### config.mk
export PLATFORM = sky130hd
export DESIGN_NAME = omc_top
export DESIGN_NICKNAME = d
export VERILOG_FILES = /design/src/omc_pkg.sv /design/src/omc_wdog_if.sv /design/src/omc_top.sv /design/src/omc_sync.sv /design/src/omc_wdog.sv
export SDC_FILE = /design/constraint.sdc
export NUM_CORES = 1
export LEC_CHECK = 0
export ABC_AREA = 1
export BUFFER_PORTS_ARGS = -buffer_cell sky130_fd_sc_hd__clkbuf_2
export CORE_MARGIN = 1.5
export CORE_UTILIZATION = 56
export DETAILED_ROUTE_END_ITERATION = 7
export GPL_TIMING_DRIVEN = 1
export PLACE_DENSITY = 0.89
export SLEW_MARGIN = 25
export SYNTH_ARGS = -nofsm -noshare
export SYNTH_HDL_FRONTEND = slang
export SYNTH_SLANG_ARGS = --single-unit
### constraint.sdc
create_clock -name MCLK -period 2.3 [get_ports MCLK]
set_input_delay 0.23 -clock MCLK [delete_from_list [all_inputs] [get_ports MCLK]]
set_output_delay 0.23 -clock MCLK [all_outputs]
set_load 0.005 [all_outputs]
### src/omc_pkg.sv
// Purpose: shared constants and types of the operating mode controller
// Assumes: 125 MHz system clock
// Notes:   status bit positions and the status word address live here
`default_nettype none
package omc_pkg;
  // ---------------------------------------------------------------
  // status word access
  // ---------------------------------------------------------------
  localparam logic [15:0] STAT_ADDR = 16'hf0b4; // holding register
  localparam int          IN_W      = 16;       // input snapshot width
  // ---------------------------------------------------------------
  // status bit positions
  // ---------------------------------------------------------------
  localparam int B_DI = 0, B_DO = 1, B_AI = 2, B_AO = 3;
  localparam int B_ETH = 4, B_USB = 6, B_RS1 = 8, B_RS2 = 9;
  localparam int B_RTC = 11, B_NOPWR = 12, B_FWCYC = 13;
  localparam int B_OS = 15, B_FS = 16, B_FMT = 17, B_NOPAR = 18;
  localparam int B_FWVER = 19, B_FACT = 20, B_ARCH = 21;
  localparam int B_HALT = 22, B_NOPROG = 23, B_TERM = 24;
  localparam int B_RETAIN = 31;
  localparam logic [31:0] UNUSED_MASK = 32'h7e00_44a0; // always zero
  // ---------------------------------------------------------------
  // timing
  // ---------------------------------------------------------------
  localparam int CLK_KHZ      = 125000; // system clock rate
  localparam int CYC_MAX_MS   = 100;    // longest operational cycle
  localparam int CYC_LIMIT    = CYC_MAX_MS * CLK_KHZ;
  localparam int CNT_W        = 24;     // cycle timer width
  localparam logic [1:0] SETTLE = 2'h3; // synchroniser settle cycles
  // ---------------------------------------------------------------
  // controller states, one-hot
  // ---------------------------------------------------------------
  typedef enum logic [9:0] {
    ST_INIT   = 10'h001, // sample switch and button
    ST_TEST   = 10'h002, // self-test
    ST_IDLE   = 10'h004, // usb only or no program
    ST_CSTART = 10'h008, // cycle start
    ST_SAMPLE = 10'h010, // sample inputs
    ST_EXEC   = 10'h020, // run program
    ST_WRITE  = 10'h040, // update outputs
    ST_DIO    = 10'h080, // direct i/o
    ST_ERR    = 10'h100, // error mode
    ST_BOOT   = 10'h200  // bootloader
  } omc_state_t;
endpackage
`default_nettype wire

### src/omc_wdog_if.sv
// Purpose: link between controller and cycle timer
// Assumes: single clock domain
// Notes:   restart is a one-cycle pulse at cycle start
`timescale 1ns/1ps
`default_nettype none
interface omc_wdog_if;
  logic run;     // operational cycle in progress
  logic restart; // new cycle begins
  logic overrun; // cycle exceeded its limit
  modport ctrl (output run, output restart, input overrun);
  modport tmr  (input run, input restart, output overrun);
endinterface
`default_nettype wire

### src/omc_top.sv
// Purpose: operating mode controller with scan cycle and status word
// Assumes: fault inputs come from same-clock logic, pins are async
// Notes:   error and bootloader modes are left only by reset
//
// Summary of operation
// - power-up samples switch, then runs self-test
// - usb-only power keeps i/o disabled
// - program starts only if main power, loaded
// - cycle start, sample, execute, write, repeat
// - program reads only the input snapshot
// - i/o, interface, rtc, firmware, os, filesystem, version, retain faults and slow cycles enter error mode
// - status word readable at 0xf0b4
// - bits 0-3 flag i/o failures
// - bits 4,6,8,9 flag interface failures, bit 11 rtc failure
// - bit 12 while main power absent
// - bit 13 firmware fault or slow cycle
// - bits 15-17 os, filesystem, formatted
// - bit 19 version fault, bit 18 parameters
// - bit 20 factory reset, bit 23 none
// - bit 22 shows switch at halt
// - bit 24 when program was terminated
// - bit 31 retained program faulty
// - halt stops program, enters direct i/o
// - direct i/o denies network variables
// - bootloader allows only usb firmware update
// - bootloader on firmware start failure during the scan cycle
// - button held at power-up forces bootloader
`timescale 1ns/1ps
`default_nettype none
module omc_top #(
  parameter int CYC_LIMIT_CYCLES = omc_pkg::CYC_LIMIT, // 100 ms
  parameter bit HAS_AO           = 1'b1 // analog outputs fitted
) (
  // clock and reset
  input  wire logic                     MCLK,
  input  wire logic                     RSTN,
  // operator and power pins
  input  wire logic                     RUN_HALT_PIN,
  input  wire logic                     SVC_BTN_PIN,
  input  wire logic                     MAIN_PWR_PIN,
  input  wire logic [omc_pkg::IN_W-1:0] IN_PINS,
  // self-test handshake
  output logic                          TEST_GO,
  input  wire logic                     TEST_DONE,
  input  wire logic                     TEST_FAIL,
  // program engine
  input  wire logic                     PROG_LOADED,
  output logic                          EXEC_GO,
  input  wire logic                     EXEC_DONE,
  output logic      [omc_pkg::IN_W-1:0] IN_SNAP,
  output logic                          OUT_UPDATE,
  // fault sources
  input  wire logic [3:0]               FLT_IO,
  input  wire logic [3:0]               FLT_IF,
  input  wire logic                     FLT_RTC,
  input  wire logic                     FLT_FW,
  input  wire logic                     FLT_OS,
  input  wire logic                     FLT_FS,
  input  wire logic                     STOR_FMT,
  input  wire logic                     NO_PARAMS,
  input  wire logic                     FW_MISMATCH,
  input  wire logic                     FACTORY_RST,
  input  wire logic                     ARCH_FLT,
  input  wire logic                     RETAIN_BAD,
  input  wire logic                     FW_START_FAIL,
  // mode outputs
  output logic                          MODE_OPER,
  output logic                          MODE_ERR,
  output logic                          MODE_DIO,
  output logic                          MODE_BOOT,
  output logic                          IO_EN,
  output logic                          NETVAR_EN,
  output logic                          USB_PROG_EN,
  output logic                          FWUPD_EN,
  // status word read port
  input  wire logic                     ST_RD,
  input  wire logic [15:0]              ST_ADDR,
  output logic                          ST_ACK,
  output logic                          ST_NAK,
  output logic      [31:0]              ST_DATA
);
  import omc_pkg::*;
  // ---------------------------------------------------------------
  // state
  // ---------------------------------------------------------------
  typedef struct packed {
    omc_state_t       st;    // mode / cycle step
    logic [1:0]       wait_c; // settle counter
    logic             halt;  // switch latched at power-up
    logic             boot;  // button latched at power-up
    logic [IN_W-1:0]  snap;  // input snapshot
    logic [31:0]      stat;  // status word
    logic             term;  // program was terminated
    logic             ovr;   // slow cycle seen
    logic             ack;   // read answered
    logic             nak;   // read refused
    logic [31:0]      rdata; // read data
    logic             t_go;  // self-test start pulse
    logic             x_go;  // execute pulse
    logic             o_upd; // output update pulse
  } omc_regs_t;
  localparam omc_regs_t RST = '{st: ST_INIT, default: '0};
  omc_regs_t r, nxt;
  // synchronised pins
  logic              halt_s;  // switch at halt
  logic              btn_s;   // service button held
  logic              main_s;  // main supply present
  logic [IN_W-1:0]   in_s;    // live inputs
  logic [31:0]       word;    // status word being built
  logic              err_any; // any error condition
  logic              running; // inside the scan cycle
  omc_wdog_if        wd ();
  // ---------------------------------------------------------------
  // pin synchronisers and cycle timer
  // ---------------------------------------------------------------
  omc_sync #(.W(IN_W + 3)) u_sync (
    .clk   (MCLK),
    .rst_n (RSTN),
    .d     ({RUN_HALT_PIN, SVC_BTN_PIN, MAIN_PWR_PIN, IN_PINS}),
    .q     ({halt_s, btn_s, main_s, in_s})
  );
  omc_wdog #(.LIMIT(CYC_LIMIT_CYCLES)) u_wdog (
    .clk   (MCLK),
    .rst_n (RSTN),
    .wd    (wd)
  );
  // ---------------------------------------------------------------
  // helpers
  // ---------------------------------------------------------------
  // true in the four steps of the scan cycle
  function automatic logic in_cycle(input omc_state_t s);
    return s inside {ST_CSTART, ST_SAMPLE, ST_EXEC, ST_WRITE};
  endfunction
  assign running    = in_cycle(r.st);
  assign wd.run     = running;
  assign wd.restart = (nxt.st == ST_CSTART) && (r.st != ST_CSTART);
  // ---------------------------------------------------------------
  // status word
  // ---------------------------------------------------------------
  always_comb begin
    word             = '0; // unassigned bits stay zero
    word[B_DI]       = FLT_IO[0];
    word[B_DO]       = FLT_IO[1];
    word[B_AI]       = FLT_IO[2];
    word[B_AO]       = FLT_IO[3] & HAS_AO;
    word[B_ETH]      = FLT_IF[0];
    word[B_USB]      = FLT_IF[1];
    word[B_RS1]      = FLT_IF[2];
    word[B_RS2]      = FLT_IF[3];
    word[B_RTC]      = FLT_RTC;
    word[B_NOPWR]    = !main_s;
    word[B_FWCYC]    = FLT_FW | r.ovr;
    word[B_OS]       = FLT_OS;
    word[B_FS]       = FLT_FS;
    word[B_FMT]      = STOR_FMT;
    word[B_NOPAR]    = NO_PARAMS;
    word[B_FWVER]    = FLT_FW | FW_MISMATCH;
    word[B_FACT]     = FACTORY_RST & !PROG_LOADED;
    word[B_ARCH]     = ARCH_FLT;
    word[B_HALT]     = halt_s;
    word[B_NOPROG]   = !PROG_LOADED;
    word[B_TERM]     = r.term;
    word[B_RETAIN]   = RETAIN_BAD;
  end
  // faults that force error mode
  assign err_any = |word[B_ETH:B_DI] | word[B_USB] | word[B_RS1]
                 | word[B_RS2] | word[B_RTC] | word[B_FWCYC]
                 | |word[B_FS:B_OS] | word[B_FWVER] | word[B_RETAIN];
  // ---------------------------------------------------------------
  // next state
  // ---------------------------------------------------------------
  always_comb begin
    nxt       = r;
    nxt.t_go  = 1'b0;
    nxt.x_go  = 1'b0;
    nxt.o_upd = 1'b0;
    nxt.ack   = 1'b0;
    nxt.nak   = 1'b0;
    nxt.stat  = word;
    // slow cycle is sticky, only reset clears it
    if (wd.overrun) begin
      nxt.ovr = 1'b1;
    end
    // status read port
    if (ST_RD) begin
      if (ST_ADDR == STAT_ADDR) begin
        nxt.ack   = 1'b1;
        nxt.rdata = r.stat;
      end else begin
        nxt.nak = 1'b1;
      end
    end
    unique case (r.st)
      ST_INIT: begin
        // let synchronisers settle, then latch pins
        if (r.wait_c == SETTLE) begin
          nxt.halt = halt_s;
          nxt.boot = btn_s;
          nxt.st   = ST_TEST;
          nxt.t_go = 1'b1;
        end else begin
          nxt.wait_c = r.wait_c + 1'b1;
        end
      end
      ST_TEST: begin
        if (TEST_DONE) begin
          if (r.boot) begin
            nxt.st = ST_BOOT;
          end else if (TEST_FAIL || err_any) begin
            nxt.st = ST_ERR;
          end else if (!main_s || !PROG_LOADED) begin
            nxt.st = ST_IDLE;
          end else if (r.halt) begin
            nxt.st = ST_DIO;
          end else begin
            nxt.st = ST_CSTART;
          end
        end
      end
      ST_IDLE: begin
        if (err_any) begin
          nxt.st = ST_ERR;
        end else if (main_s && halt_s) begin
          nxt.st = ST_DIO;
        end else if (main_s && PROG_LOADED) begin
          nxt.st   = ST_CSTART;
          nxt.term = 1'b0; // stale stop flag must not reach cycle start
        end
      end
      ST_DIO: begin
        if (err_any) begin
          nxt.st = ST_ERR;
        end else if (!main_s) begin
          nxt.st = ST_IDLE;
        end else if (!halt_s && PROG_LOADED) begin
          nxt.st   = ST_CSTART;
          nxt.term = 1'b0; // resumed program clears the stop flag
        end
      end
      ST_CSTART, ST_SAMPLE, ST_EXEC, ST_WRITE: begin
        if (FW_START_FAIL) begin
          nxt.st = ST_BOOT;
        end else if (err_any) begin
          nxt.st = ST_ERR;
        end else if (!main_s) begin
          nxt.st = ST_IDLE;
        end else if (halt_s) begin
          nxt.st   = ST_DIO;
          nxt.term = 1'b1;
        end else begin
          unique case (r.st)
            ST_CSTART: begin
              nxt.st   = ST_SAMPLE;
              nxt.term = 1'b0;
            end
            ST_SAMPLE: begin
              nxt.snap = in_s;
              nxt.st   = ST_EXEC;
              nxt.x_go = 1'b1;
            end
            ST_EXEC: begin
              if (EXEC_DONE) begin
                nxt.st    = ST_WRITE;
                nxt.o_upd = 1'b1;
              end
            end
            default: begin
              nxt.st = ST_CSTART;
            end
          endcase
        end
      end
      ST_ERR: begin
        nxt.st = ST_ERR;
      end
      ST_BOOT: begin
        nxt.st = ST_BOOT;
      end
      default: begin
        nxt.st = ST_ERR;
      end
    endcase
  end
  // register with synchronous reset
  always_ff @(posedge MCLK) begin
    if (!RSTN) begin
      r <= RST;
    end else begin
      r <= nxt;
    end
  end
  // ---------------------------------------------------------------
  // outputs
  // ---------------------------------------------------------------
  assign TEST_GO     = r.t_go;
  assign EXEC_GO     = r.x_go;
  assign OUT_UPDATE  = r.o_upd;
  assign IN_SNAP     = r.snap;
  assign ST_ACK      = r.ack;
  assign ST_NAK      = r.nak;
  assign ST_DATA     = r.rdata;
  assign MODE_OPER   = running;
  assign MODE_ERR    = (r.st == ST_ERR);
  assign MODE_DIO    = (r.st == ST_DIO);
  assign MODE_BOOT   = (r.st == ST_BOOT);
  assign IO_EN       = main_s && (running || MODE_DIO);
  assign NETVAR_EN   = main_s && running;
  assign USB_PROG_EN = r.st inside {ST_IDLE, ST_DIO, ST_CSTART,
                        ST_SAMPLE, ST_EXEC, ST_WRITE};
  assign FWUPD_EN    = MODE_BOOT;
endmodule
`default_nettype wire

### src/omc_sync.sv
// Purpose: two-flop synchroniser for pin inputs
// Assumes: inputs are asynchronous to the clock
// Notes:   first stage is read only by the second stage
`timescale 1ns/1ps
`default_nettype none
module omc_sync #(
  parameter int W = 1
) (
  input  wire logic         clk,
  input  wire logic         rst_n,
  input  wire logic [W-1:0] d,
  output logic      [W-1:0] q
);
  // ---------------------------------------------------------------
  // state
  // ---------------------------------------------------------------
  typedef struct packed {
    logic [W-1:0] s1; // metastable stage
    logic [W-1:0] s2; // settled stage
  } omcs_t;
  omcs_t r, nxt;
  // shift one stage per clock
  always_comb begin
    nxt    = r;
    nxt.s1 = d;
    nxt.s2 = r.s1;
  end
  // register with synchronous reset
  always_ff @(posedge clk) begin
    if (!rst_n) begin
      r <= '0;
    end else begin
      r <= nxt;
    end
  end
  assign q = r.s2;
endmodule
`default_nettype wire

### src/omc_wdog.sv
// Purpose: measures each operational cycle against its limit
// Assumes: restart pulses once per cycle start
// Notes:   overrun stays high until the next restart
`timescale 1ns/1ps
`default_nettype none
module omc_wdog #(
  parameter int LIMIT = omc_pkg::CYC_LIMIT
) (
  input wire logic clk,
  input wire logic rst_n,
  omc_wdog_if.tmr  wd
);
  import omc_pkg::*;
  localparam logic [CNT_W-1:0] LAST = CNT_W'(LIMIT - 1);
  // ---------------------------------------------------------------
  // state
  // ---------------------------------------------------------------
  typedef struct packed {
    logic [CNT_W-1:0] cnt;  // cycles in current cycle
    logic             over; // limit passed
  } omcw_t;
  omcw_t r, nxt;
  // count while running, flag at the limit
  always_comb begin
    nxt = r;
    if (wd.restart) begin
      nxt = '0;
    end else if (wd.run && !r.over) begin
      if (r.cnt == LAST) begin
        nxt.over = 1'b1;
      end else begin
        nxt.cnt = r.cnt + 1'b1;
      end
    end
  end
  // register with synchronous reset
  always_ff @(posedge clk) begin
    if (!rst_n) begin
      r <= '0;
    end else begin
      r <= nxt;
    end
  end
  assign wd.overrun = r.over;
endmodule
`default_nettype wire

==> flow_metrics.tcl, run 1 <==
set metrics [dict create \
    outcome "finished, final reports clean" \
    wl_per_cell_um 13.2 \
    critical_path_class "reg2out" \
    crit_path_end_kind "output pin" \
    cts_root_buffer "clkbuf_16" \
    synth_warnings 0 \
    drv_slew 0 \
    synth-async-reset-ratio_pct 0 \
    hold_path_class "in2reg" \
    cts_sinks 144 \
    fin_util_pct 68.3 \
    r2r_start "r[95]" \
    crit_path_start_kind "register" \
    synth_area_leader_cell "dfxtp_1" \
    synth_common_cells "nand2_1, nor2_1, dfxtp_1" \
    cts_tree "yes" \
    yosysMostFrequentCell "nand2_1" \
    synth_edf_count 0 \
    period_share_pct 95.6 \
    ios 122 \
    r2r_slack_ps 280 \
    dp_hpwl_um 9890 \
    ant_nets 0 \
    finalHoldViolCount 0 \
    hold_end "r[57]" \
    worstSkewPairLatency_ps 440 \
    dr.pass1.iters 5 \
    top_layer_used "met4" \
    die_h_um 111 \
    drive_gt1_share_pct 17.9 \
    viasPerCell 5.01 \
    netlist_area_mm2 0.00657 \
    layout-area-overhead-vs-synth_pct 18.7 \
    ir_worst_vdd_v 0.000613 \
    clock_skew_ps 15.5 \
    m1WireLength_um 6470 \
    track_usage_pct 25.4 \
    gp_congestion 0.943 \
    fin_cells 1198 \
    setup_slack_ps 102 \
    initial_core_util_pct 57.6 \
    antenna_cells 0 \
    power_density_mw_per_mm2 743 \
    max_freq_ghz 0.455 \
    max-cap-violations 0 \
    synth_cell_types 37 \
    die_x_um 111 \
    grt_overflow 0 \
    ctsLongestPathBuffers 2 \
    io_buffers 111 \
    num_vias 6007 \
    path_clk_slew_ps 60 \
    drcViolationCount 0 \
    relSlewSlack_pct 51.4 \
    first_global_vias 5612 \
    grt_pass1_wl_um 25500 \
    num_rows 39 \
    period_needed_ps 2200 \
    die_area_mm2 0.0124 \
    drt_iter0_drc 489 \
    r2r_cells 8 \
    ys_ff_latch 144 \
    ys_top_cells_by_area "dfxtp_1, nand2_1, nor2_1" \
    synth.top_cell.area_share_pct 43.9 \
    grt_max_degree 41 \
    synth_cells 935 \
    dp.cells 1132 \
    cp.arrival_ps 1970 \
    antenna_found_initial 0 \
    worst_pin_slew_ps 728 \
    core-area_mm2 0.0114 \
    wl_um 15800 \
    whs_path_depth 3 \
    nets 1106 \
    cts_made_buffers 17 \
    worstPathRequired_ps 2070 \
    ys.flop_type "dfxtp_1" \
    cts.htree.levels 4 \
    setup_viol 0 \
    post-place-ws_ps 222 \
    leakagePower_nw 3.95 \
    min_from "NO_PARAMS" \
    wl_met3_um 1020 \
    worstPathMaxFanout 10 \
    p_total_mw 5.80 \
    seq_area_frac_synth_pct 43.9 \
    route.met2.wl_um 7830 \
    reg2reg_to "u_wdog.r[10]" \
    synth_area_per_cell_um2 7.03 \
]
-- worst max-delay path by stage --
stage                      start      endpoint  slack, ps
after global routing      FLT_OS  u_wdog.r[16]        -60
after global placement    r[100]  u_wdog.r[11]        310
after floorplan           r[100]    IN_SNAP[5]        710
final                      r[99]         IO_EN        100
after detailed placement  r[100]  u_wdog.r[13]        220
after CTS                 r[100]         IO_EN         20
-- logic make-up (layout without fill, tap and decap cells) --
logic type,after synthesis,count (layout),share of synthesized area [%]
compound gates,65,65,5.31
xor+xnor,19,19,2.53
fa+ha+maj,2,2,0.381
buf+inv,204,315,15.5
flops,144,144,43.9
other cells,1,10,0.0571
simple gates,500,500,32.4
-- cell usage in the layout, fill, tap and decap left out, types with 3 or more instances in the layout --
cell type / Yosys / routed
conb_1: 1 / 10
nor4_1: 5 / 5
inv_6: 0 / 4
clkbuf_16: 0 / 17
nor2_2: 3 / 4
a21oi_1: 28 / 28
nand3_1: 42 / 42
dlygate4sd3_1: 0 / 29
dfxtp_1: 144 / 143
o21ai_0: 32 / 32
xor2_1: 12 / 12
nand3b_1: 4 / 4
nor2_4: 4 / 5
nand2_1: 240 / 238
nor3_1: 7 / 7
clkbuf_2: 0 / 111
nand2_2: 4 / 6
clkinvlp_4: 0 / 3
buf_4: 52 / 17
nand4_1: 11 / 11
xnor2_1: 7 / 7
nand3_2: 3 / 3
nor2_1: 166 / 164
inv_1: 125 / 125
-- where the power goes --
part | internal, mW | total (mW) | switching [mW]
combinational | 0.207 | 0.520 | 0.313
clock | 1.55 | 2.63 | 1.09
sequential | 2.59 | 2.64 | 0.0545
total | 4.34 | 5.80 | 1.45
-- per-layer routing --
metal,vias up,track usage [%]
met5,-,0
met4,0,10.9
met3,44,6.37
met2,256,45.8
met1,2703,28.5
li1,3004,-
-- registers in the layout (all words and copies together) (netlist names) --
| name | cells |
|---|---|
| r | 37 |
| u_wdog.r | 24 |
| EXEC_GO | 1 |
| IN_SNAP | 16 |
| u_wdog.wd.overrun | 1 |
| ST_DATA | 22 |
| nxt | 1 |
| ST_ACK | 1 |
| ST_NAK | 1 |
| u_sync.q | 19 |
| OUT_UPDATE | 1 |
| TEST_GO | 1 |
| u_sync.nxt | 19 |
-- final cells by class --
type | instances | area, um^2
Tap cell | 143 | 179
Clock inverter | 11 | 106
Timing Repair Buffer | 157 | 973
Sequential cell | 144 | 2880
Multi-Input combinational cell | 596 | 2720
Fill cell | 880 | 3620
Clock buffer | 20 | 457
Inverter | 127 | 477
-- repair_timing --
| item | 4_1_cts | 5_1_grt |
|---|---|---|
| gates resized for setup | 1 | 5 |
| pin swaps | 0 | 2 |
| endpoints found under the hold margin | 28 | 1 |
| endpoints found under the setup margin | 4 | 4 |
| buffers inserted | 0 | 6 |
| hold buffers | 28 | 1 |
-- critical path, cell delays in order, from the launching register on --
cell and delay [ps]:
dfxtp_1 340, nor2_4 260, nand3_1 170, nor2_1 120, nor2_1 60, nand2_2 130, buf_4 150, o21ai_0 100
inv_1 80, clkbuf_2 100
-- through the flow --
step           cell area, um^2  TNS, ps  hold slack, ps
2_1_floorplan             6610        0             302
3_3_place_gp              6880        0             392
3_5_place_dp              6880        0             398
4_1_cts                   7730        0            2.32
5_1_grt                   7800     -361            19.5
6_report                  7800        0            8.18
(Power assumes the default switching activity.)
==> inputs of run 2 (changes only) <==
--- a/config.mk
+++ b/config.mk
@@ -7,6 +7,7 @@
 export LEC_CHECK = 0
 export ABC_AREA = 1
 export BUFFER_PORTS_ARGS = -buffer_cell sky130_fd_sc_hd__clkbuf_2
+export CORE_ASPECT_RATIO = 1.5
 export CORE_MARGIN = 1.5
 export CORE_UTILIZATION = 56
 export DETAILED_ROUTE_END_ITERATION = 7
==> flow_metrics.tcl, run 2 (same netlist as run 1, synthesis figures left out) <==
set metrics [dict create \
    relSlewSlack_pct 52.0 \
    setup_viol 0 \
    cts_made_buffers 17 \
    clock_skew_ps 6.09 \
    leakagePower_nw 3.88 \
    grt_overflow 0 \
    ios 122 \
    worst_pin_slew_ps 719 \
    worstSkewPairLatency_ps 420 \
    grt_max_degree 37 \
    hold_end "r[60]" \
    path_clk_slew_ps 70 \
    p_int_mw 4.24 \
    place_area_mm2 0.00691 \
    largest_register "r" \
    min_from "ARCH_FLT" \
    finalHoldViolCount 0 \
    max-cap-violations 0 \
    antenna_cells 0 \
    worstPathRequired_ps 2070 \
    die_h_um 136 \
    ir_worst_vdd_v 0.000506 \
    final_common_cell "nand2_1" \
    whs_path_depth 3 \
    worstPathMaxFanout 10 \
    io_buffers 111 \
    stdcell_area_mm2 0.00764 \
    period_needed_ps 2170 \
    gp_congestion 0.956 \
    drive_gt1_share_pct 17.9 \
    critical_path_class "reg2out" \
    outcome "finished, final reports clean" \
    num_rows 48 \
    power_density_mw_per_mm2 756 \
    layout-area-overhead-vs-synth_pct 16.2 \
    largest_reg_flops 37 \
    r2r_slack_ps 390 \
    crit_path_end_kind "output pin" \
    cts_tree "yes" \
    fillers 968 \
    antenna_found_initial 0 \
    mostFrequentLayoutCells "nand2_1, nor2_1, dfxtp_1" \
    period_share_pct 94.2 \
    switching_share_pct 26.5 \
    p_seq_share_pct 45.7 \
    crit_chain "nor2_4, nand2_4, nor2_1, nand2_2, nand2_2, nor2_4, nand2_1, clkbuf_2" \
    num_vias 5735 \
    ctsLongestPathBuffers 2 \
    comb_power_share_pct 8.5 \
    cts.htree.levels 4 \
    reg2reg_to "u_wdog.r[5]" \
    die_x_um 91.5 \
    r2r_start "u_wdog.r[1]" \
    cts_root_buffer "clkbuf_16" \
    first_global_vias 5352 \
    pwr-share-clk_pct 45.8 \
    drt_iter0_drc 218 \
    grt_pass1_wl_um 23800 \
    track_usage_pct 24.2 \
    r2r_cells 12 \
    die_area_mm2 0.0124 \
    drcViolationCount 0 \
    post-place-ws_ps 343 \
    dr.pass1.iters 5 \
    ant_nets 0 \
    hold_path_class "in2reg" \
    p_sw_mw 1.53 \
    viasPerCell 4.84 \
    wl_per_cell_um 12.3 \
    setup_slack_ps 134 \
    initial_core_util_pct 57.3 \
    crit_path_start_kind "register" \
    max_freq_ghz 0.462 \
    hold_ws_ps 5.68 \
    dp_hpwl_um 10400 \
    fin_setup_tns_ps 0 \
    core-area_mm2 0.0115 \
    cp_slowest_cell "dfxtp_1" \
    nets 1085 \
    grt_setup_unrepaired "false" \
    cts_sinks 144 \
    wl_um 14500 \
    drv_slew 0 \
    p_total_mw 5.78 \
    cp.arrival_ps 1940 \
    max_stage_delay_ps 440 \
]
-- run 2: layout make-up --
| class | count | area [um^2] | area share (%) |
|---|---|---|---|
| Timing Repair Buffer | 136 | 786 | 10.3 |
| Sequential cell | 144 | 2880 | 37.8 |
| Tap cell | 150 | 188 | 2.46 |
| Clock buffer | 18 | 439 | 5.75 |
| Clock inverter | 14 | 139 | 1.82 |
| Inverter | 127 | 477 | 6.24 |
| Multi-Input combinational cell | 596 | 2730 | 35.7 |
-- run 2: per-stage QoR --
stage                     util (%)  std cells
after detailed placement      60.2       1139
final                         66.6       1185
after global placement        60.2       1139
after floorplan                  -        944
after CTS                     66.4       1183
after global routing          66.6       1185
-- run 2: per-layer routing --
| layer | track usage (%) | share of wire, % |
|---|---|---|
| met1 | 25.5 | 38 |
| met2 | 45.4 | 54 |
| met3 | 4.77 | 5.2 |
| met4 | 11.9 | 2.7 |
| met5 | 0 | 0 |
-- run 2: worst max-delay path by stage --
stage	start	to	slack, ps	depth (start not counted)
global placement	r[100]	EXEC_GO	340	8
detailed placement	r[100]	r[95]	340	10
floorplan	r[100]	IN_SNAP[5]	710	12
CTS	r[91]	IO_EN	40	9
global route	r[91]	NETVAR_EN	1	8
finish	r[91]	USB_PROG_EN	130	8
-- run 2: worst max-delay path: cells and delay by family, from the launching register on --
family	cells	cell delay, ps
buf+inv	1	170
flops	1	440
simple gates	7	920
-- run 2: what timing repair did --
item / in CTS / in global routing
endpoints found under the setup margin: 1 / 2
gates resized for setup: 2 / 3
pin swaps: 0 / 1
setup buffers: 0 / 2
hold buffers: 12 / 0
hold endpoints to repair: 12 / 0
-- run 2: power by group through the flow --
stage / sequential, mW / clock [mW] / combinational, mW
detailed placement: 2.69 / 0 / 0.442
global placement: 2.69 / 0 / 0.437
floorplan: 2.68 / 0 / 0.337
finish: 2.64 / 2.65 / 0.490
CTS: 2.64 / 2.68 / 0.464
global route: 2.65 / 2.79 / 0.546
==> inputs of run 3 (changes only) <==
--- a/config.mk
+++ b/config.mk
@@ -5,14 +5,13 @@
 export SDC_FILE = /design/constraint.sdc
 export NUM_CORES = 1
 export LEC_CHECK = 0
-export ABC_AREA = 1
 export BUFFER_PORTS_ARGS = -buffer_cell sky130_fd_sc_hd__clkbuf_2
 export CORE_ASPECT_RATIO = 1.5
 export CORE_MARGIN = 1.5
-export CORE_UTILIZATION = 56
+export CORE_UTILIZATION = 54
 export DETAILED_ROUTE_END_ITERATION = 7
 export GPL_TIMING_DRIVEN = 1
-export PLACE_DENSITY = 0.89
+export PLACE_DENSITY = 0.88
 export SLEW_MARGIN = 25
 export SYNTH_ARGS = -nofsm -noshare
 export SYNTH_HDL_FRONTEND = slang
==> flow_metrics.tcl, run 3 <==
set metrics [dict create \
    die_area_mm2 0.0114 \
    largest_register "r" \
    num_rows 46 \
    dp_hpwl_um 9490 \
    hold_path_class "in2reg" \
    nets 805 \
    worstSkewPairLatency_ps 420 \
    grt_overflow 0 \
    synth_edf_count 0 \
    max_freq_ghz 0.391 \
    io_buffers 111 \
    crit_path_start_kind "register" \
    layout-area-overhead-vs-synth_pct 26.4 \
    largest_reg_flops 37 \
    cts_tree "yes" \
    mostFrequentLayoutCells "dfxtp_1, clkbuf_2, nor2_1" \
    ant_nets 0 \
    ios 122 \
    yosysMostFrequentCell "dfxtp_1" \
    finalHoldViolCount 0 \
    grt_pass1_wl_um 21500 \
    core-area_mm2 0.0105 \
    synth_cells 627 \
    synth_common_cells "dfxtp_1, nor2_1, and2_1" \
    first_global_vias 4772 \
    seq_area_frac_synth_pct 49.7 \
    antenna_found_initial 0 \
    synth_cell_types 51 \
    ys.flop_type "dfxtp_1" \
    grt_max_degree 57 \
    dp.cells 853 \
    power_density_mw_per_mm2 825 \
    final_common_cell "dfxtp_1" \
    fillers 763 \
    drive_gt1_share_pct 31.0 \
    multi_input_area_mm2 0.00253 \
    max-cap-violations 0 \
    synth_area_leader_cell "dfxtp_1" \
    die_x_um 87.7 \
    seq_area_mm2 0.00289 \
    drv_slew 0 \
    period_needed_ps 2560 \
    drt_iter0_drc 277 \
    cts_root_buffer "clkbuf_16" \
    netlist_area_mm2 0.00581 \
    antenna_cells 0 \
    ys_ff_latch 144 \
    cts_sinks 144 \
    synth_area_per_cell_um2 9.26 \
    critical_path_class "reg2out" \
    wl_um 14600 \
    ctsLongestPathBuffers 2 \
    p_total_mw 6.05 \
    r2r_slack_ps -190 \
    period_share_pct 111 \
    fin_cells 899 \
    leakagePower_nw 3.27 \
    ir_worst_vdd_v 0.000632 \
    grt_setup_unrepaired "true" \
    violations "negative setup slack" \
    wl_per_cell_um 16.2 \
    synth.top_cell.area_share_pct 49.7 \
    path_clk_slew_ps 60 \
    synth_warnings 0 \
    worstPathRequired_ps 2070 \
    outcome "finished, violations left" \
    num_vias 4848 \
    drcViolationCount 0 \
    fin_util_pct 69.7 \
    crit_path_end_kind "output pin" \
    dr.pass1.iters 5 \
    post-place-ws_ps -2.92 \
    ys_top_cells_by_area "dfxtp_1, and2_1, buf_4" \
    clock_skew_ps 7.32 \
    cp.arrival_ps 2330 \
    cts_made_buffers 17 \
    gp_congestion 0.937 \
    viasPerCell 5.39 \
    cts.htree.levels 4 \
    initial_core_util_pct 55.1 \
    track_usage_pct 24.7 \
    die_h_um 130 \
    setup_viol 45 \
    synth-async-reset-ratio_pct 0 \
    worstPathMaxFanout 3 \
    setup_slack_ps -255 \
]
## run 3: cell count changes in the layout (fill, tap and decap cells not counted), moves of 11 or more
cell           before  now
nand2_1           239   42
inv_1             125    2
nor2_1            164   73
and2_1              1   58
buf_4              12   45
mux2i_1             0   25
nand3_1            42   19
o21ai_0            32   10
dlygate4sd3_1      12    1
xor2_1             12   23
## run 3: cells by family (layout without fill, tap and decap cells)
| group | count (synthesis) | after routing | share of synthesized area [%] |
|---|---|---|---|
| other cells | 1 | 10 | 0.0646 |
| fa+ha+maj | 2 | 2 | 0.431 |
| compound gates | 55 | 55 | 5.41 |
| mux | 25 | 25 | 4.31 |
| flops | 144 | 144 | 49.7 |
| xor+xnor | 25 | 25 | 3.77 |
| simple gates | 291 | 291 | 27.3 |
| buf+inv | 84 | 203 | 9.09 |
## run 3: layer usage
layer | up-vias | track usage [%] | part of all wire [%]
li1 | 2303 | - | -
met1 | 2293 | 24.4 | 37
met2 | 188 | 45.6 | 54
met3 | 64 | 5.00 | 4.6
met4 | 0 | 16.5 | 4.6
met5 | - | 0 | 0
## run 3: layout make-up
type                            count  area share [%]
Clock buffer                       18            5.98
Clock inverter                     14            2.47
Inverter                            4           0.273
Multi-Input combinational cell    408            34.5
Sequential cell                   144            39.4
Tap cell                          144            2.45
Timing Repair Buffer              167            14.9
## run 3: metrics by stage
stage                     TNS (ps)  instance area, um^2  hold WS, ps
after global routing         -7560                 7340         21.6
after detailed placement     -2.92                 6430          418
after global placement           0                 6430          418
after CTS                    -2740                 7160         5.04
after floorplan               -570                 5860          310
final                        -5770                 7340         13.5
## run 3: timing repair
action                     CTS  global route
pin swaps                    5            10
hold buffers                 1             0
setup endpoints to repair   13            49
gates resized for setup     17            22
gates cloned                 1             3
hold endpoints to repair     1             0
buffers inserted             4             6
## run 3: critical path, cell delays in order, from the launching register on
cell	delay [ps]
dfxtp_2	330
or4_4	550
or3_4	400
or2_4	260
clkinv_4	70
buf_12	90
and2_4	130
buf_6	80
## run 3: worst paths after layout
kind / endpoint / depth (start not counted) / startpoint
setup / recovery: NETVAR_EN / 7 / r[99]
setup reg to reg: IN_SNAP[2] / 8 / r[99]
hold reg to reg: u_sync.q[8] / 1 / u_sync.nxt[8]
hold / removal: r[56] / 2 / STOR_FMT
## run 3: power breakdown
part | internal, mW | switching (mW) | leakage, nW
clock | 1.75 | 1.13 | 0.289
combinational | 0.271 | 0.278 | 1.81
sequential | 2.58 | 0.0471 | 1.18
total | 4.60 | 1.45 | 3.27
